**src/sps_pkg.sv**
```systemverilog
package sps_pkg;
    localparam int SPS_DEPTH = 3;
    localparam int PAGE_W = 8;
    localparam int ADDR_W = 12;
    localparam int DATA_W = 32;
    // Register indices; byte address is four times the index
    localparam logic [7:0] IDX_LIVE = 8'h84;
    localparam logic [7:0] IDX_SECOND = 8'h85;
    localparam logic [7:0] IDX_THIRD = 8'h86;
    localparam logic [7:0] IDX_CTRL = 8'h96;
    localparam int IDX_LSB = 2;
    localparam int IDX_MSB = 9;
    localparam int CTRL_EN_BIT = 0;
    localparam logic [PAGE_W-1:0] PAGE_RST = 8'h00;
    localparam logic CTRL_EN_RST = 1'b1;
    localparam logic [1:0] HRESP_OKAY = 2'h0;
    localparam logic [DATA_W-1:0] RDATA_ZERO = 32'h0;

    typedef enum logic [2:0] {SPS_SEL_NONE, SPS_SEL_LIVE, SPS_SEL_SECOND, SPS_SEL_THIRD, SPS_SEL_CTRL} sps_sel_t;
    typedef enum {SPS_BUS_IDLE, SPS_BUS_WR, SPS_BUS_RD} sps_bus_t;
endpackage : sps_pkg

```
**src/sps_stack_if.sv**
```systemverilog
interface sps_stack_if;
    import sps_pkg::*;
    logic push;
    logic pop;
    logic [PAGE_W-1:0] push_page;
    logic [PAGE_W-1:0] wr_data;
    logic [SPS_DEPTH-1:0] wr_sel;
    logic [PAGE_W-1:0] entry [SPS_DEPTH];

    modport ctl (output push, output pop, output push_page, output wr_data, output wr_sel, input entry);
    modport stk (input push, input pop, input push_page, input wr_data, input wr_sel, output entry);
endinterface : sps_stack_if

```
**src/sps_page_stack.sv**
```systemverilog
module sps_page_stack (
    input wire logic clk_sys, // System clock
    input wire logic srst, // Synchronous reset, active high
    sps_stack_if.stk st // Shift and write requests, entries out
);
    import sps_pkg::*;

    logic [PAGE_W-1:0] stk_r [SPS_DEPTH];
    logic [PAGE_W-1:0] stk_nxt [SPS_DEPTH];

    if (SPS_DEPTH < 2) begin : g_chk
        $error("page stack needs at least two entries");
    end

    ////////////////////////////////////////////////////////////////////////
    for (genvar i = 0; i < SPS_DEPTH; i++) begin : g_ent
        logic [PAGE_W-1:0] from_below;
        logic [PAGE_W-1:0] from_above;
        if (i == 0) begin : g_top
            assign from_below = st.push_page;
        end else begin : g_mid
            assign from_below = stk_r[i-1];
        end
        // Last entry keeps its value on a pop, so it can be popped again
        if (i == SPS_DEPTH - 1) begin : g_last
            assign from_above = stk_r[i];
        end else begin : g_inner
            assign from_above = stk_r[i+1];
        end

        always_comb begin
            stk_nxt[i] = stk_r[i];
            if (st.push) begin
                stk_nxt[i] = from_below;
            end else if (st.pop) begin
                stk_nxt[i] = from_above;
            end
            // Software write lands after any shift of the same cycle
            if (st.wr_sel[i]) begin
                stk_nxt[i] = st.wr_data;
            end
        end

        always_ff @(posedge clk_sys) begin
            if (srst) begin
                stk_r[i] <= PAGE_RST;
            end else begin
                stk_r[i] <= stk_nxt[i];
            end
        end

        assign st.entry[i] = stk_r[i];
    end
endmodule : sps_page_stack

```
**src/sps_page_ctx.sv**
```systemverilog
// Behaviour
// - Page context lives in a three-byte stack: live page, second, third.
// - Interrupt entry pushes the stack; interrupt return pops it, restoring the page.
// - Only interrupt entry and interrupt return shift the stack.
// - Software reads and writes any entry directly, without push or pop.
// - Writing the third byte sets the value popped into second next return.
// - Return copies second into live page and third into second.
// - Clearing auto page switch enable stops page switching, push and pop.
module sps_page_ctx #(
    parameter int ADDR_W = sps_pkg::ADDR_W // Bus address width
) (
    input wire logic clk_sys, // System clock, 100 MHz
    input wire logic srst, // Synchronous reset, active high
    input wire logic hsel, // Slave select
    input wire logic [ADDR_W-1:0] haddr, // Byte address
    input wire logic [1:0] htrans, // Transfer type
    input wire logic hwrite, // Write when high
    input wire logic [2:0] hsize, // Transfer size, word only
    input wire logic [sps_pkg::DATA_W-1:0] hwdata, // Write data
    input wire logic hready, // Bus ready
    output logic hreadyout, // Slave ready
    output logic [sps_pkg::DATA_W-1:0] hrdata, // Read data
    output logic [1:0] hresp, // Always OKAY
    input wire logic irq_enter, // Pulse: interrupt being serviced
    input wire logic [sps_pkg::PAGE_W-1:0] irq_page, // Page of the serviced interrupt
    input wire logic irq_return, // Pulse: return from interrupt
    output logic [sps_pkg::PAGE_W-1:0] live_page_select, // Current page
    output logic auto_page_switch_enable // Automatic switching enabled
);
    import sps_pkg::*;

    if (ADDR_W < IDX_MSB + 1) begin : g_chk
        $error("address too narrow for the register map");
    end

    sps_stack_if st ();

    sps_bus_t state_r;
    sps_bus_t state_nxt;
    sps_sel_t sel_r;
    sps_sel_t sel_nxt;
    logic hreadyout_r;
    logic hreadyout_nxt;
    logic [DATA_W-1:0] hrdata_r;
    logic [DATA_W-1:0] hrdata_nxt;
    logic en_r;
    logic en_nxt;
    logic accept;

    // Unaligned or out-of-map addresses select nothing: writes drop, reads give zero
    function automatic sps_sel_t decode(input logic [ADDR_W-1:0] a);
        sps_sel_t s;
        s = SPS_SEL_NONE;
        if (a[IDX_LSB-1:0] == '0 && (a >> (IDX_MSB + 1)) == '0) begin
            case (a[IDX_MSB:IDX_LSB])
                IDX_LIVE: s = SPS_SEL_LIVE;
                IDX_SECOND: s = SPS_SEL_SECOND;
                IDX_THIRD: s = SPS_SEL_THIRD;
                IDX_CTRL: s = SPS_SEL_CTRL;
                default: s = SPS_SEL_NONE;
            endcase
        end
        return s;
    endfunction : decode

    ////////////////////////////////////////////////////////////////////////
    assign accept = hsel && hready && htrans[1];

    always_comb begin
        state_nxt = SPS_BUS_IDLE;
        sel_nxt = sel_r;
        hreadyout_nxt = 1'b1;
        hrdata_nxt = hrdata_r;
        en_nxt = en_r;
        if (state_r == SPS_BUS_RD) begin
            // One wait state so a read sees any write of the cycle before
            hrdata_nxt = RDATA_ZERO;
            case (sel_r)
                SPS_SEL_LIVE: hrdata_nxt[PAGE_W-1:0] = st.entry[0];
                SPS_SEL_SECOND: hrdata_nxt[PAGE_W-1:0] = st.entry[1];
                SPS_SEL_THIRD: hrdata_nxt[PAGE_W-1:0] = st.entry[2];
                SPS_SEL_CTRL: hrdata_nxt[CTRL_EN_BIT] = en_r;
                default: hrdata_nxt = RDATA_ZERO;
            endcase
        end else begin
            if (state_r == SPS_BUS_WR && sel_r == SPS_SEL_CTRL) begin
                en_nxt = hwdata[CTRL_EN_BIT];
            end
            if (accept) begin
                sel_nxt = decode(haddr);
                state_nxt = hwrite ? SPS_BUS_WR : SPS_BUS_RD;
                hreadyout_nxt = hwrite;
            end
        end
    end

    always_ff @(posedge clk_sys) begin
        if (srst) begin
            state_r <= SPS_BUS_IDLE;
            sel_r <= SPS_SEL_NONE;
            hreadyout_r <= 1'b1;
            hrdata_r <= RDATA_ZERO;
            en_r <= CTRL_EN_RST;
        end else begin
            state_r <= state_nxt;
            sel_r <= sel_nxt;
            hreadyout_r <= hreadyout_nxt;
            hrdata_r <= hrdata_nxt;
            en_r <= en_nxt;
        end
    end

    ////////////////////////////////////////////////////////////////////////
    // Push takes precedence if entry and return ever coincide
    assign st.push = irq_enter && en_r;
    assign st.pop = irq_return && !irq_enter && en_r;
    assign st.push_page = irq_page;
    assign st.wr_data = hwdata[PAGE_W-1:0];

    always_comb begin
        st.wr_sel = '0;
        if (state_r == SPS_BUS_WR) begin
            case (sel_r)
                SPS_SEL_LIVE: st.wr_sel = 3'h1;
                SPS_SEL_SECOND: st.wr_sel = 3'h2;
                SPS_SEL_THIRD: st.wr_sel = 3'h4;
                default: st.wr_sel = '0;
            endcase
        end
    end

    sps_page_stack u_stack (
        .clk_sys(clk_sys),
        .srst(srst),
        .st(st)
    );

    assign hreadyout = hreadyout_r;
    assign hrdata = hrdata_r;
    assign hresp = HRESP_OKAY;
    assign live_page_select = st.entry[0];
    assign auto_page_switch_enable = en_r;
endmodule : sps_page_ctx

```
**config.mk**
```make
export PLATFORM = sky130hd
export DESIGN_NAME = sps_page_ctx
export DESIGN_NICKNAME = d
export VERILOG_FILES = /design/src/sps_pkg.sv /design/src/sps_stack_if.sv /design/src/sps_page_stack.sv /design/src/sps_page_ctx.sv
export SDC_FILE = /design/constraint.sdc
export NUM_CORES = 1
export LEC_CHECK = 0
export BUFFER_PORTS_ARGS = -buffer_cell sky130_fd_sc_hd__buf_2
export CORE_ASPECT_RATIO = 1.5
export CORE_UTILIZATION = 45
export DETAILED_ROUTE_END_ITERATION = 12
export PLACE_DENSITY = 0.83
export SETUP_SLACK_MARGIN = 0.05
export SYNTH_ARGS = -nofsm -noshare
export SYNTH_HDL_FRONTEND = slang
export SYNTH_HIERARCHICAL = 1
export SYNTH_SLANG_ARGS = --single-unit
```
**constraint.sdc**
```tcl
create_clock -name clk_sys -period 2 [get_ports clk_sys]
set_clock_uncertainty 0.05 [all_clocks]
set_input_delay 0.1 -clock clk_sys [delete_from_list [all_inputs] [get_ports clk_sys]]
set_output_delay 0.1 -clock clk_sys [all_outputs]
set_load 0.01 [all_outputs]
```
Yosys cells after proc, flatten, opt, wreduce, memory -nomap -nowiden:

Memories as Yosys holds them, arrays and structs flattened.
Index checks and enable logic that the tools add are counted.

* memories: 1
* RAM bits: 24
* register bits: 45
* output and inout port bits: 44
* word-level logic and storage cells: 55
* bits of input ports: 64

* bitwise operators: 5
* mux-type cells: 21
* eq/ne operators: 10
* reductions and logical operators: 13

Memories
* u_stack.stk_r: words 3, bits a word 8, read ports 3, clocked after Yosys merged registers in 0, write ports 3, RTL line sps_page_stack.sv:8 `logic [PAGE_W-1:0] stk_r [SPS_DEPTH];`

Operators by type and width (count)
* 8-bit 2-to-1 mux: 11
* 32-bit by 2-bit equality test with 1-bit output (second input constant): 1
* 32-bit by 3-bit equality test with 1-bit output (second input constant): 1
* 8-bit equality test (second input constant): 4
* 7-bit case mux with 3 select lines: 1
* 12-bit zero test: 1
* 3-bit case mux with 4 select lines: 1
* 3-bit case mux with 3 select lines: 1
* 1-bit logical AND: 7
* 3-bit by 2-bit equality test with 1-bit output (second input constant): 2
* 3-bit 2-to-1 mux: 2
* 1-bit case mux with 4 select lines: 1
* 2-bit AND reduction: 2
* 3-bit by 1-bit equality test with 1-bit output (second input constant): 1
* 3-bit equality test (second input constant): 1
* 1-bit 2-to-1 mux: 3
* 1-bit bitwise OR: 3
* 3-bit OR reduction: 1
* 2-bit zero test: 1
* 2-bit 2-to-1 mux: 1
* 1-bit NOT: 2
* 1-bit zero test: 1

Depth between registers and ports, before layout:

Gate-level depths: netlist of the first run.

* depth after elaboration: 7
* depth in mapped cells: 9

Hierarchy:

The synthesis of the first run kept the hierarchy.

Modules (own cells, without submodules)
* sps_page_stack: area each 1242.4 µm², sequential area each 480.5 µm², cells each 141, times used 1
* sps_page_ctx: area each 1068.5 µm², sequential area each 300.3 µm², cells each 118, times used 1

Least setup slack after synthesis of the first run:

No wires, ideal clock.

* kind: register to register
* start: reg sel_r[0]
* end: mem u_stack.stk_r[0][0]
* path buffers: 4
* library setup time: 117 ps
* cell stages (with the launch flop): 9
* path slack: 366 ps
* clock period less this slack: 1634 ps
* arrival: 1467 ps
* cell sequence: dfxtp_1 > buf_6 > buf_8 > nand2_1 > nor3_1 > clkbuf_1 > buf_2 > a21oi_1 > a22o_1

RTL lines
* from (decl): RTL line sps_page_ctx.sv:40 `sps_sel_t sel_r;`
* from (signal assigned): RTL line sps_page_ctx.sv:106 `sel_r <= sel_nxt;`
* to (decl): RTL line sps_page_stack.sv:8

==> results of run 1 <==
-- synth_stat cells, types with 2 or more instances --
cell,instances,area share [%]
a221oi_1,2,0.76
buf_8,2,1.3
nor3_1,3,0.65
nor2b_2,3,1.1
nand2b_1,2,0.54
buf_2,6,1.3
nand3b_1,2,0.65
nor3b_1,4,1.3
mux2_2,6,2.9
or3_1,2,0.54
nand2_1,13,2.1
a221o_1,6,2.6
mux2_4,2,1.3
a22o_1,26,9.9
a211oi_1,19,6.2
nor2b_1,13,3.5
and2b_1,2,0.65
a21o_1,3,0.97
inv_1,9,1.5
nor4_4,3,2.8
o22ai_1,2,0.54
buf_4,27,8.8
dfxtp_1,39,34
a21oi_1,19,4.1
o21ai_0,13,2.8
clkbuf_1,8,1.3
nor2_1,7,1.1
nand4_1,2,0.54
buf_6,2,0.97
-- state kept, by name, indices dropped and copies added (netlist names) --
name,flops
u_stack/stk_r,24
state_r,2
hreadyout,1
hrdata,8
auto_page_switch_enable,1
sel_r,3
-- per-layer routing --
layer / global-route usage [%] / wire length [um]
met5: 0 / 0
met1: 22.6 / 2160
met4: 12.3 / 197
met3: 4.32 / 310
met2: 37.2 / 2800
-- worst max-delay path by stage --
stage	end	slack, ns	depth (start not counted)
floorplan	u_stack/stk_r[0][0]	0.37	8
global placement	u_stack/stk_r[1][5]	0.20	5
detailed placement	u_stack/stk_r[1][5]	0.14	5
CTS	u_stack/stk_r[1][5]	0.15	5
global route	u_stack/stk_r[1][6]	0.17	5
finish	u_stack/stk_r[1][5]	0.31	5
-- cells by family after synthesis --
logic type / after synthesis / share of synthesized area, %
flip-flops: 39 / 33.8
XOR/XNOR: 1 / 0.379
buffers and inverters: 55 / 15.3
multiplexers: 8 / 4.22
AO/OA/AOI/OAI: 95 / 29.5
AND/OR/NAND/NOR: 60 / 16.7
other: 1 / 0.162
-- critical path: stages (launching register included) --
cell     delay, ns
dfxtp_1       0.37
and2_2        0.33
buf_4         0.28
nor2b_2       0.07
a221o_1       0.32
a22o_1        0.17
-- power by group through the flow --
stage | clock [uW] | sequential [uW] | combinational (uW)
after floorplan | 0 | 833 | 167
after global placement | 0 | 832 | 198
after detailed placement | 0 | 833 | 203
after CTS | 695 | 815 | 207
after global routing | 730 | 818 | 230
final | 686 | 815 | 209
-- repair_timing --
action                     4_1_cts  5_1_grt
setup endpoints to repair        0        2
hold buffers                     2        0
hold endpoints to repair         4        0
resized for setup                0        1
-- per-stage QoR --
| stage | instance area, sq um | cells | util, % | total power (uW) |
|---|---|---|---|---|
| after floorplan | 2400 | 284 | - | 1000 |
| after global placement | 2580 | 374 | 52.8 | 1030 |
| after detailed placement | 2580 | 374 | 52.8 | 1040 |
| after global routing | 2720 | 384 | 55.6 | 1780 |
| final | 2720 | 384 | 55.6 | 1710 |
| after CTS | 2720 | 384 | 55.6 | 1720 |
-- area by class of cell --
class                   count  area, sq um
multi-input cells         190         1280
well taps                  66         82.6
clock inverters             2         35.0
flip-flops and latches     39          781
inverters                   9         33.8
clock buffers               6         82.6
fillers                   457         2170
repair buffers             72          425
==> results.py, run 1 <==
metrics = {
    "status": {
        "status": "complete, no violations",
    },
    "logic_synthesis": {
        "syn_inst": 259,
        "syn_area_sq_um": 2310,
        "synthArstFlopShare_pct": 0,
        "yosysWarnings": 6,
        "avgSynthCellArea_sq_um": 8.92,
        "synth-main-ff-cell": "dfxtp_1",
        "ys_seq_area_share_pct": 33.8,
        "synth_edf_count": 0,
        "ys_seq_elements": 39,
        "synthDistinctLibCells": 41,
    },
    "route": {
        "drt-vias-per-instance": 5.43,
        "finalWirelength_um": 5460,
        "avgRoutedWirePerCell_um": 14.2,
        "drc_errors": 0,
        "drtPass1Iterations": 4,
        "ant_nets": 0,
        "dr_total_vias": 2086,
        "drt-initial-drc-count": 116,
    },
    "timing": {
        "fin_crit_sh_pct": 84.6,
        "hold_ws_ns": 0.0143,
        "period_minus_slack_ns": 1.69,
        "setup_ws_ns": 0.308,
        "hold_violations": 0,
        "setup-violations-final": 0,
        "max_freq_mhz": 591,
        "tightestPinTransition_ns": 0.624,
        "slew_violations": 0,
        "rsz0062_at_grt": "false",
        "fin_tns_setup_ns": 0,
        "max_slew_margin_pct": 58.4,
    },
    "power_and_ir_drop": {
        "power_density_nw_per_um2": 629,
        "p_leak_uw": 0.00121,
        "share_seq_of_total_power_pct": 47.7,
        "switchingPower_uw": 423,
        "switching_share_pct": 24.7,
        "p_int_uw": 1290,
        "p_comb_share_pct": 12.2,
        "clockPowerShare_pct": 40.1,
        "vdd.ir_drop.worst_uv": 600,
    },
    "floorplan": {
        "start_util_pct": 47.3,
        "core_sq_um": 4890,
        "die_area_sq_um": 5430,
        "io_pins": 108,
        "die_h_um": 89.8,
        "fp-row-count": 31,
        "dieWidth_um": 60.5,
    },
    "setup_path": {
        "worstSetupStartpoint": "auto_page_switch_enable",
        "timing.rr.start": "auto_page_switch_enable",
        "critPathKind": "register to register",
        "arrival_ns": 1.83,
        "r2r_end": "u_stack/stk_r[1][5]",
        "cp.required_ns": 2.14,
        "r2r_cells": 5,
        "cp-end-kind": "register",
        "cp-start-kind": "register",
        "path_max_fanout": 16,
        "rrSetupSlack_ns": 0.31,
    },
    "placed_design": {
        "numPortBuffers": 53,
        "hpwl_um": 3910,
        "gp_congestion": 0.842,
        "dpl_worst_slack_ns": 0.141,
    },
    "grt": {
        "grt_pass1_vias": 2038,
        "track_usage_pct": 21.4,
        "gr-total-overflow": 0,
        "grt_pass1_wl_um": 8830,
        "antenna_found_initial": 0,
        "grt_max_degree": 30,
    },
    "finish": {
        "antenna_cells": 0,
        "layout.nets": 381,
        "layout_commonest_cell": "buf_2",
        "drive_gt1_share_pct": 29.6,
        "area_growth_pct": 17.6,
        "layout_common_cells": "buf_2, dfxtp_1, a22o_1, conb_1",
    },
    "min_path": {
        "hold_path.class": "input pin to register",
        "min_from": "hwdata[0]",
        "holdPathEnd": "auto_page_switch_enable",
        "holdPathStages": 2,
    },
    "flow_run": {
        "cap_violations": 0,
    },
    "clock_network": {
        "clk_latency_ns": 0.29,
        "cts_inserted_buffers": 5,
        "cts_tree": "built",
        "cts.sink_count": 39,
        "clk_pin_slew_ns": 0.08,
        "cts_max_level": 2,
        "cts_setup_buffers": 0,
        "clockBufferDepth": 2,
        "clock-root-buffer": "clkbuf_8",
    },
}
Note: power is estimated with default switching activity, not from simulation.
==> run 2, diff against run 1 <==
--- a/config.mk
+++ b/config.mk
@@ -5,11 +5,12 @@
 export SDC_FILE = /design/constraint.sdc
 export NUM_CORES = 1
 export LEC_CHECK = 0
+export ABC_AREA = 1
 export BUFFER_PORTS_ARGS = -buffer_cell sky130_fd_sc_hd__buf_2
 export CORE_ASPECT_RATIO = 1.5
-export CORE_UTILIZATION = 45
+export CORE_UTILIZATION = 43
 export DETAILED_ROUTE_END_ITERATION = 12
-export PLACE_DENSITY = 0.83
+export PLACE_DENSITY = 0.81
 export SETUP_SLACK_MARGIN = 0.05
 export SYNTH_ARGS = -nofsm -noshare
 export SYNTH_HDL_FRONTEND = slang
==> constraint.sdc (replaced) <==
create_clock -name clk_sys -period 1.5 [get_ports clk_sys]
set_clock_uncertainty 0.05 [all_clocks]
set_input_delay 0.075 -clock clk_sys [delete_from_list [all_inputs] [get_ports clk_sys]]
set_output_delay 0.075 -clock clk_sys [all_outputs]
set_load 0.01 [all_outputs]
==> run 2 against run 1 <==
Sequential power up 36%. First-iteration DRC count up 34%. Non-clock buffer count rose by 7. Wire length up 18%. Area after synthesis up 9.7%. Largest power group unchanged.
==> results.py, run 2 <==
metrics = {
    "status": {
        "status": "complete, no violations",
    },
    "placed_design": {
        "hpwl_um": 4760,
        "gp_congestion": 0.845,
        "numPortBuffers": 53,
        "dpl_worst_slack_ns": -0.0594,
    },
    "logic_synthesis": {
        "avgSynthCellArea_sq_um": 6.14,
        "synthArstFlopShare_pct": 0,
        "synthDistinctLibCells": 28,
        "yosys-top-cells-count": "nand2_1, nor2_1, nand3_1",
        "synth_edf_count": 0,
        "syn_inst": 413,
        "yosysTopAreaCellShare_pct": 30.8,
        "syn_area_sq_um": 2540,
        "synth-main-ff-cell": "dfxtp_1",
        "synthTopCellsByArea": "dfxtp_1, nand2_1, nor2_1",
        "yosysWarnings": 6,
        "yosysTopAreaCell": "dfxtp_1",
        "ys_seq_area_share_pct": 30.8,
        "yosysMostFrequentCell": "nand2_1",
        "ys_seq_elements": 39,
    },
    "setup_path": {
        "cp-start-kind": "register",
        "timing.rr.start": "state_r[1]",
        "cp_slowest_stage_delay_ns": 0.35,
        "r2r_cells": 10,
        "path_max_fanout": 6,
        "slowest_stage": "dfxtp_4",
        "crit_path_cell_trace": "nor2_4 > inv_2 > nor4_2 > buf_4 > buf_6 > buf_12 > nand2_1 > nand2_1 > nor2_1 > nor2_1",
        "worstSetupStartpoint": "state_r[1]",
        "rrSetupSlack_ns": 0.06,
        "cp.required_ns": 1.68,
        "r2r_end": "u_stack/stk_r[0][6]",
        "cp-end-kind": "register",
        "endpoint": "u_stack/stk_r[0][6]",
        "arrival_ns": 1.62,
        "critPathKind": "register to register",
    },
    "clock_network": {
        "clockBufferDepth": 2,
        "clk_latency_ns": 0.30,
        "clock-root-buffer": "clkbuf_8",
        "cts_tree": "built",
        "cts.sink_count": 39,
        "cts_inserted_buffers": 5,
        "clk_pin_slew_ns": 0.07,
        "cts_max_level": 2,
    },
    "flow_run": {
        "cap_violations": 0,
    },
    "timing": {
        "max_freq_mhz": 697,
        "hold_violations": 0,
        "fin_crit_sh_pct": 95.7,
        "setup-violations-final": 0,
        "rsz0062_at_grt": "true",
        "setup_ws_ns": 0.0647,
        "period_minus_slack_ns": 1.44,
        "fin_tns_setup_ns": 0,
        "slew_violations": 0,
    },
    "power_and_ir_drop": {
        "p_leak_uw": 0.00159,
        "vdd.ir_drop.worst_uv": 411,
        "switchingPower_uw": 635,
        "clockPowerShare_pct": 32.9,
        "power_uw": 2210,
        "power_density_nw_per_um2": 699,
        "p_int_uw": 1570,
        "share_seq_of_total_power_pct": 50.1,
        "switching_share_pct": 28.8,
        "p_comb_share_pct": 17.0,
    },
    "route": {
        "drc_errors": 0,
        "finalWirelength_um": 6420,
        "dr_total_vias": 2708,
        "drtPass1Iterations": 5,
        "avgRoutedWirePerCell_um": 11.7,
        "drt-initial-drc-count": 155,
        "ant_nets": 0,
        "drt-vias-per-instance": 4.91,
    },
    "floorplan": {
        "fp-row-count": 33,
        "io_pins": 108,
        "start_util_pct": 45.5,
        "core_sq_um": 5570,
        "dieWidth_um": 64.7,
        "die_h_um": 96.1,
        "die_area_sq_um": 6220,
    },
    "grt": {
        "grt_pass1_wl_um": 10600,
        "grt_max_degree": 21,
        "track_usage_pct": 21.6,
        "gr-total-overflow": 0,
        "antenna_found_initial": 0,
        "grt_pass1_vias": 2480,
    },
    "finish": {
        "layout_commonest_cell": "nand2_1",
        "drive_gt1_share_pct": 29.9,
        "layout.nets": 545,
        "top_register": "u_stack/stk_r",
        "antenna_cells": 0,
        "largest_register_ff_count": 24,
        "area_growth_pct": 24.6,
        "layout_common_cells": "nand2_1, nor2_1, buf_2, nand3_1, inv_1",
    },
    "min_path": {
        "min_from": "hwdata[0]",
        "hold_path.class": "input pin to register",
    },
}
[run 2: cell count changes after synthesis, sizes merged, moves of 19 or more]
| cell | delta |
|---|---|
| nand2 | +112 |
| nor2 | +56 |
| nand3 | +41 |
| inv | +38 |
| a22o | -26 |
| a211oi | -19 |
[run 2: power by group through the flow]
stage	Clock (uW)	Sequential, uW	Combinational (uW)
floorplan	0	1130	268
finish	727	1110	376
global route	774	1110	422
global placement	0	1130	333
CTS	737	1110	351
detailed placement	0	1130	341
[run 2: worst min path at each step]
stage,end,slack (ns),cells after the start
6_report,auto_page_switch_enable,0.02,3
5_1_grt,auto_page_switch_enable,0.04,3
4_1_cts,auto_page_switch_enable,0.03,3
3_5_place_dp,state_r[1],0.21,2
3_3_place_gp,state_r[1],0.21,2
2_1_floorplan,hrdata[2],0.09,1
[run 2: layout make-up]
class	count	area (sq um)
fill	527	2410
clock buffer	6	82.6
multi-input combinational	308	1480
timing repair buffer	79	503
sequential	39	796
inverter	48	203
clock inverter	1	5.00
tap	70	87.6
[run 2: logic make-up (layout without fill, tap and decap cells)]
kind of cell	after synthesis	in the layout	synth area share [%]
buffers and inverters	91	134	19.5
AND/OR/NAND/NOR	250	250	42.1
AO/OA/AOI/OAI	32	32	7.50
flip-flops	39	39	30.8
other	1	26	0.148
[run 2: worst max-delay path: cells and delay by family, from the launching register on]
| kind | cells | cell delay, ns |
|---|---|---|
| buffers and inverters | 4 | 0.50 |
| flip-flops | 1 | 0.35 |
| AND/OR/NAND/NOR | 6 | 0.47 |
[run 2: through the flow]
stage	instance area [sq um]	std cells	hold slack [ns]	utilization, %
floorplan	2660	438	0.0874	-
global placement	2890	539	0.213	51.8
detailed placement	2890	539	0.214	51.8
CTS	3050	550	0.0303	54.7
global route	3160	551	0.0383	56.7
finish	3160	551	0.0211	56.7
[run 2: routing by layer]
| metal | global-route usage [%] | wire, um |
|---|---|---|
| met1 | 24.2 | 2580 |
| met2 | 39.5 | 3320 |
| met3 | 3.32 | 368 |
| met4 | 9.81 | 149 |
| met5 | 0 | 0 |
[run 2: timing repair]
action / CTS / global route
hold buffers: 1 / 0
cloned: 1 / 0
resized for setup: 14 / 42
pin swaps: 0 / 20
endpoints found under the setup margin: 24 / 24
hold endpoints to repair: 3 / 0
setup buffers: 2 / 1
==> run 3, diff against run 2 <==
--- a/config.mk
+++ b/config.mk
@@ -8,9 +8,10 @@
 export ABC_AREA = 1
 export BUFFER_PORTS_ARGS = -buffer_cell sky130_fd_sc_hd__buf_2
 export CORE_ASPECT_RATIO = 1.5
-export CORE_UTILIZATION = 43
+export CORE_UTILIZATION = 45
+export CTS_BUF_LIST = sky130_fd_sc_hd__clkbuf_4 sky130_fd_sc_hd__clkbuf_8
 export DETAILED_ROUTE_END_ITERATION = 12
-export PLACE_DENSITY = 0.81
+export PLACE_DENSITY = 0.84
 export SETUP_SLACK_MARGIN = 0.05
 export SYNTH_ARGS = -nofsm -noshare
 export SYNTH_HDL_FRONTEND = slang
==> run 3 against run 2 <==
The run now ends with negative setup slack left. Sequential power is essentially flat. First-iteration DRC count decreased by 21%. Final area increased by 4.8%. Worst setup slack got worse by 0.10 ns. Fmax is 6.8% lower. Core utilization up 4.0 points. Die area decreased by 4.3%. Power is 0.45% higher.
==> results.py, run 3 (synthesized netlist as in run 2, its figures left out) <==
metrics = {
    "grt": {
        "grt_pass1_vias": 2380,
        "antenna_found_initial": 0,
        "track_usage_pct": 21.7,
        "gr-total-overflow": 0,
        "grt_pass1_wl_um": 10200,
        "grt_max_degree": 23,
    },
    "route": {
        "drtPass1Iterations": 4,
        "dr_total_vias": 2807,
        "finalWirelength_um": 6950,
        "avgRoutedWirePerCell_um": 12.4,
        "ant_nets": 0,
        "drc_errors": 0,
        "drt-initial-drc-count": 123,
        "drt-vias-per-instance": 5.02,
    },
    "power_and_ir_drop": {
        "switchingPower_uw": 639,
        "power_uw": 2220,
        "switching_share_pct": 28.8,
        "vdd.ir_drop.worst_uv": 381,
        "p_int_uw": 1580,
        "share_seq_of_total_power_pct": 49.9,
        "clockPowerShare_pct": 32.4,
        "p_comb_share_pct": 17.6,
        "p_leak_uw": 0.00164,
        "power_density_nw_per_um2": 670,
    },
    "finish": {
        "multi_input_area_sq_um": 1550,
        "fillCellCount": 479,
        "layout.nets": 552,
        "top_register": "u_stack/stk_r",
        "antenna_cells": 0,
        "layout_common_cells": "nand2_1, buf_2, nor2_1, nand3_1, inv_1",
        "area_growth_pct": 30.5,
        "largest_register_ff_count": 24,
        "fin_area_sq_um": 3310,
        "final-seq-area_sq_um": 792,
        "layout_commonest_cell": "nand2_1",
        "drive_gt1_share_pct": 32.5,
    },
    "floorplan": {
        "die_area_sq_um": 5950,
        "io_pins": 108,
        "die_h_um": 93.9,
        "fp-row-count": 33,
        "core_sq_um": 5450,
        "start_util_pct": 46.5,
        "dieWidth_um": 63.3,
    },
    "placed_design": {
        "hpwl_um": 4670,
        "numPortBuffers": 53,
        "gp_congestion": 0.886,
        "place_area_sq_um": 2910,
    },
    "min_path": {
        "min_from": "hwdata[0]",
        "hold_path.class": "input pin to register",
        "holdPathStages": 3,
        "holdPathEnd": "auto_page_switch_enable",
    },
    "timing": {
        "max_freq_mhz": 650,
        "fin_crit_sh_pct": 103,
        "rsz0062_at_grt": "true",
        "setup-violations-final": 3,
        "hold_violations": 0,
        "slew_violations": 0,
        "fin_tns_setup_ns": -0.0714,
        "hold_ws_ns": 0.0162,
        "period_minus_slack_ns": 1.54,
        "setup_ws_ns": -0.0396,
    },
    "clock_network": {
        "clk_pin_slew_ns": 0.08,
        "cts_max_level": 2,
        "cts.sink_count": 39,
        "cts_inserted_buffers": 5,
        "clock-root-buffer": "clkbuf_8",
        "cts_tree": "built",
        "clk_latency_ns": 0.29,
        "clockBufferDepth": 2,
    },
    "status": {
        "violations": "negative setup slack",
        "status": "finished with violations",
    },
    "setup_path": {
        "critPathKind": "register to register",
        "cp.required_ns": 1.67,
        "worstSetupStartpoint": "sel_r[1]",
        "timing.rr.start": "sel_r[1]",
        "cp-end-kind": "register",
        "cp-start-kind": "register",
        "r2r_cells": 6,
        "arrival_ns": 1.71,
        "r2r_end": "u_stack/stk_r[2][5]",
        "rrSetupSlack_ns": -0.04,
        "path_max_fanout": 8,
    },
    "flow_run": {
        "cap_violations": 0,
    },
}
## run 3: critical path: stages, from the launching register on
cell and delay (ns):
dfxtp_4 0.40, inv_6 0.05, nor4_4 0.32, or2_4 0.28
buf_6 0.15, o21ai_2 0.05, nor2_1 0.16
## run 3: what timing repair did
item | 4_1_cts | 5_1_grt
cloned | 1 | 1
pin swaps | 8 | 27
hold endpoints to repair | 3 | 0
setup buffers | 0 | 5
hold buffers | 1 | 0
setup endpoints to repair | 24 | 25
resized for setup | 13 | 57
## run 3: worst max path at each step
stage / to / slack [ns] / cells past startpoint
4_1_cts: u_stack/stk_r[0][5] / -0.02 / 10
3_3_place_gp: u_stack/stk_r[0][2] / -0.09 / 10
5_1_grt: u_stack/stk_r[0][2] / -0.09 / 10
2_1_floorplan: u_stack/stk_r[2][6] / -0.01 / 9
3_5_place_dp: u_stack/stk_r[2][5] / -0.07 / 8
6_report: u_stack/stk_r[2][5] / -0.04 / 6
## run 3: power groups by stage
stage                     clock, uW  combinational [uW]  sequential, uW
after global placement            0                 329            1130
after floorplan                   0                 268            1130
after CTS                       738                 349            1110
after detailed placement          0                 337            1130
after global routing            777                 436            1110
final                           720                 391            1110
## run 3: area by class of cell
type / count / share of cell area, %
repair buffers: 86 / 17.7
flip-flops and latches: 39 / 23.9
well taps: 70 / 2.65
clock buffers: 7 / 2.53
clock inverters: 1 / 0.151
multi-input cells: 308 / 46.7
inverters: 48 / 6.35
## run 3: per-layer routing
metal  part of all wire, %  global-route usage (%)  up-vias
met2                    53                    39.9      128
met5                     0                       0        -
li1                      -                       -     1389
met4                   2.9                    12.3        0
met1                    38                    23.1     1269
met3                   6.3                    3.40       21
## run 3: through the flow
step | std cells | util (%) | setup WS, ns
global placement | 543 | 53.3 | -0.0924
CTS | 553 | 56.0 | -0.0236
global route | 559 | 60.7 | -0.0925
finish | 559 | 60.7 | -0.0396
detailed placement | 543 | 53.3 | -0.0672
floorplan | 438 | - | -0.00980
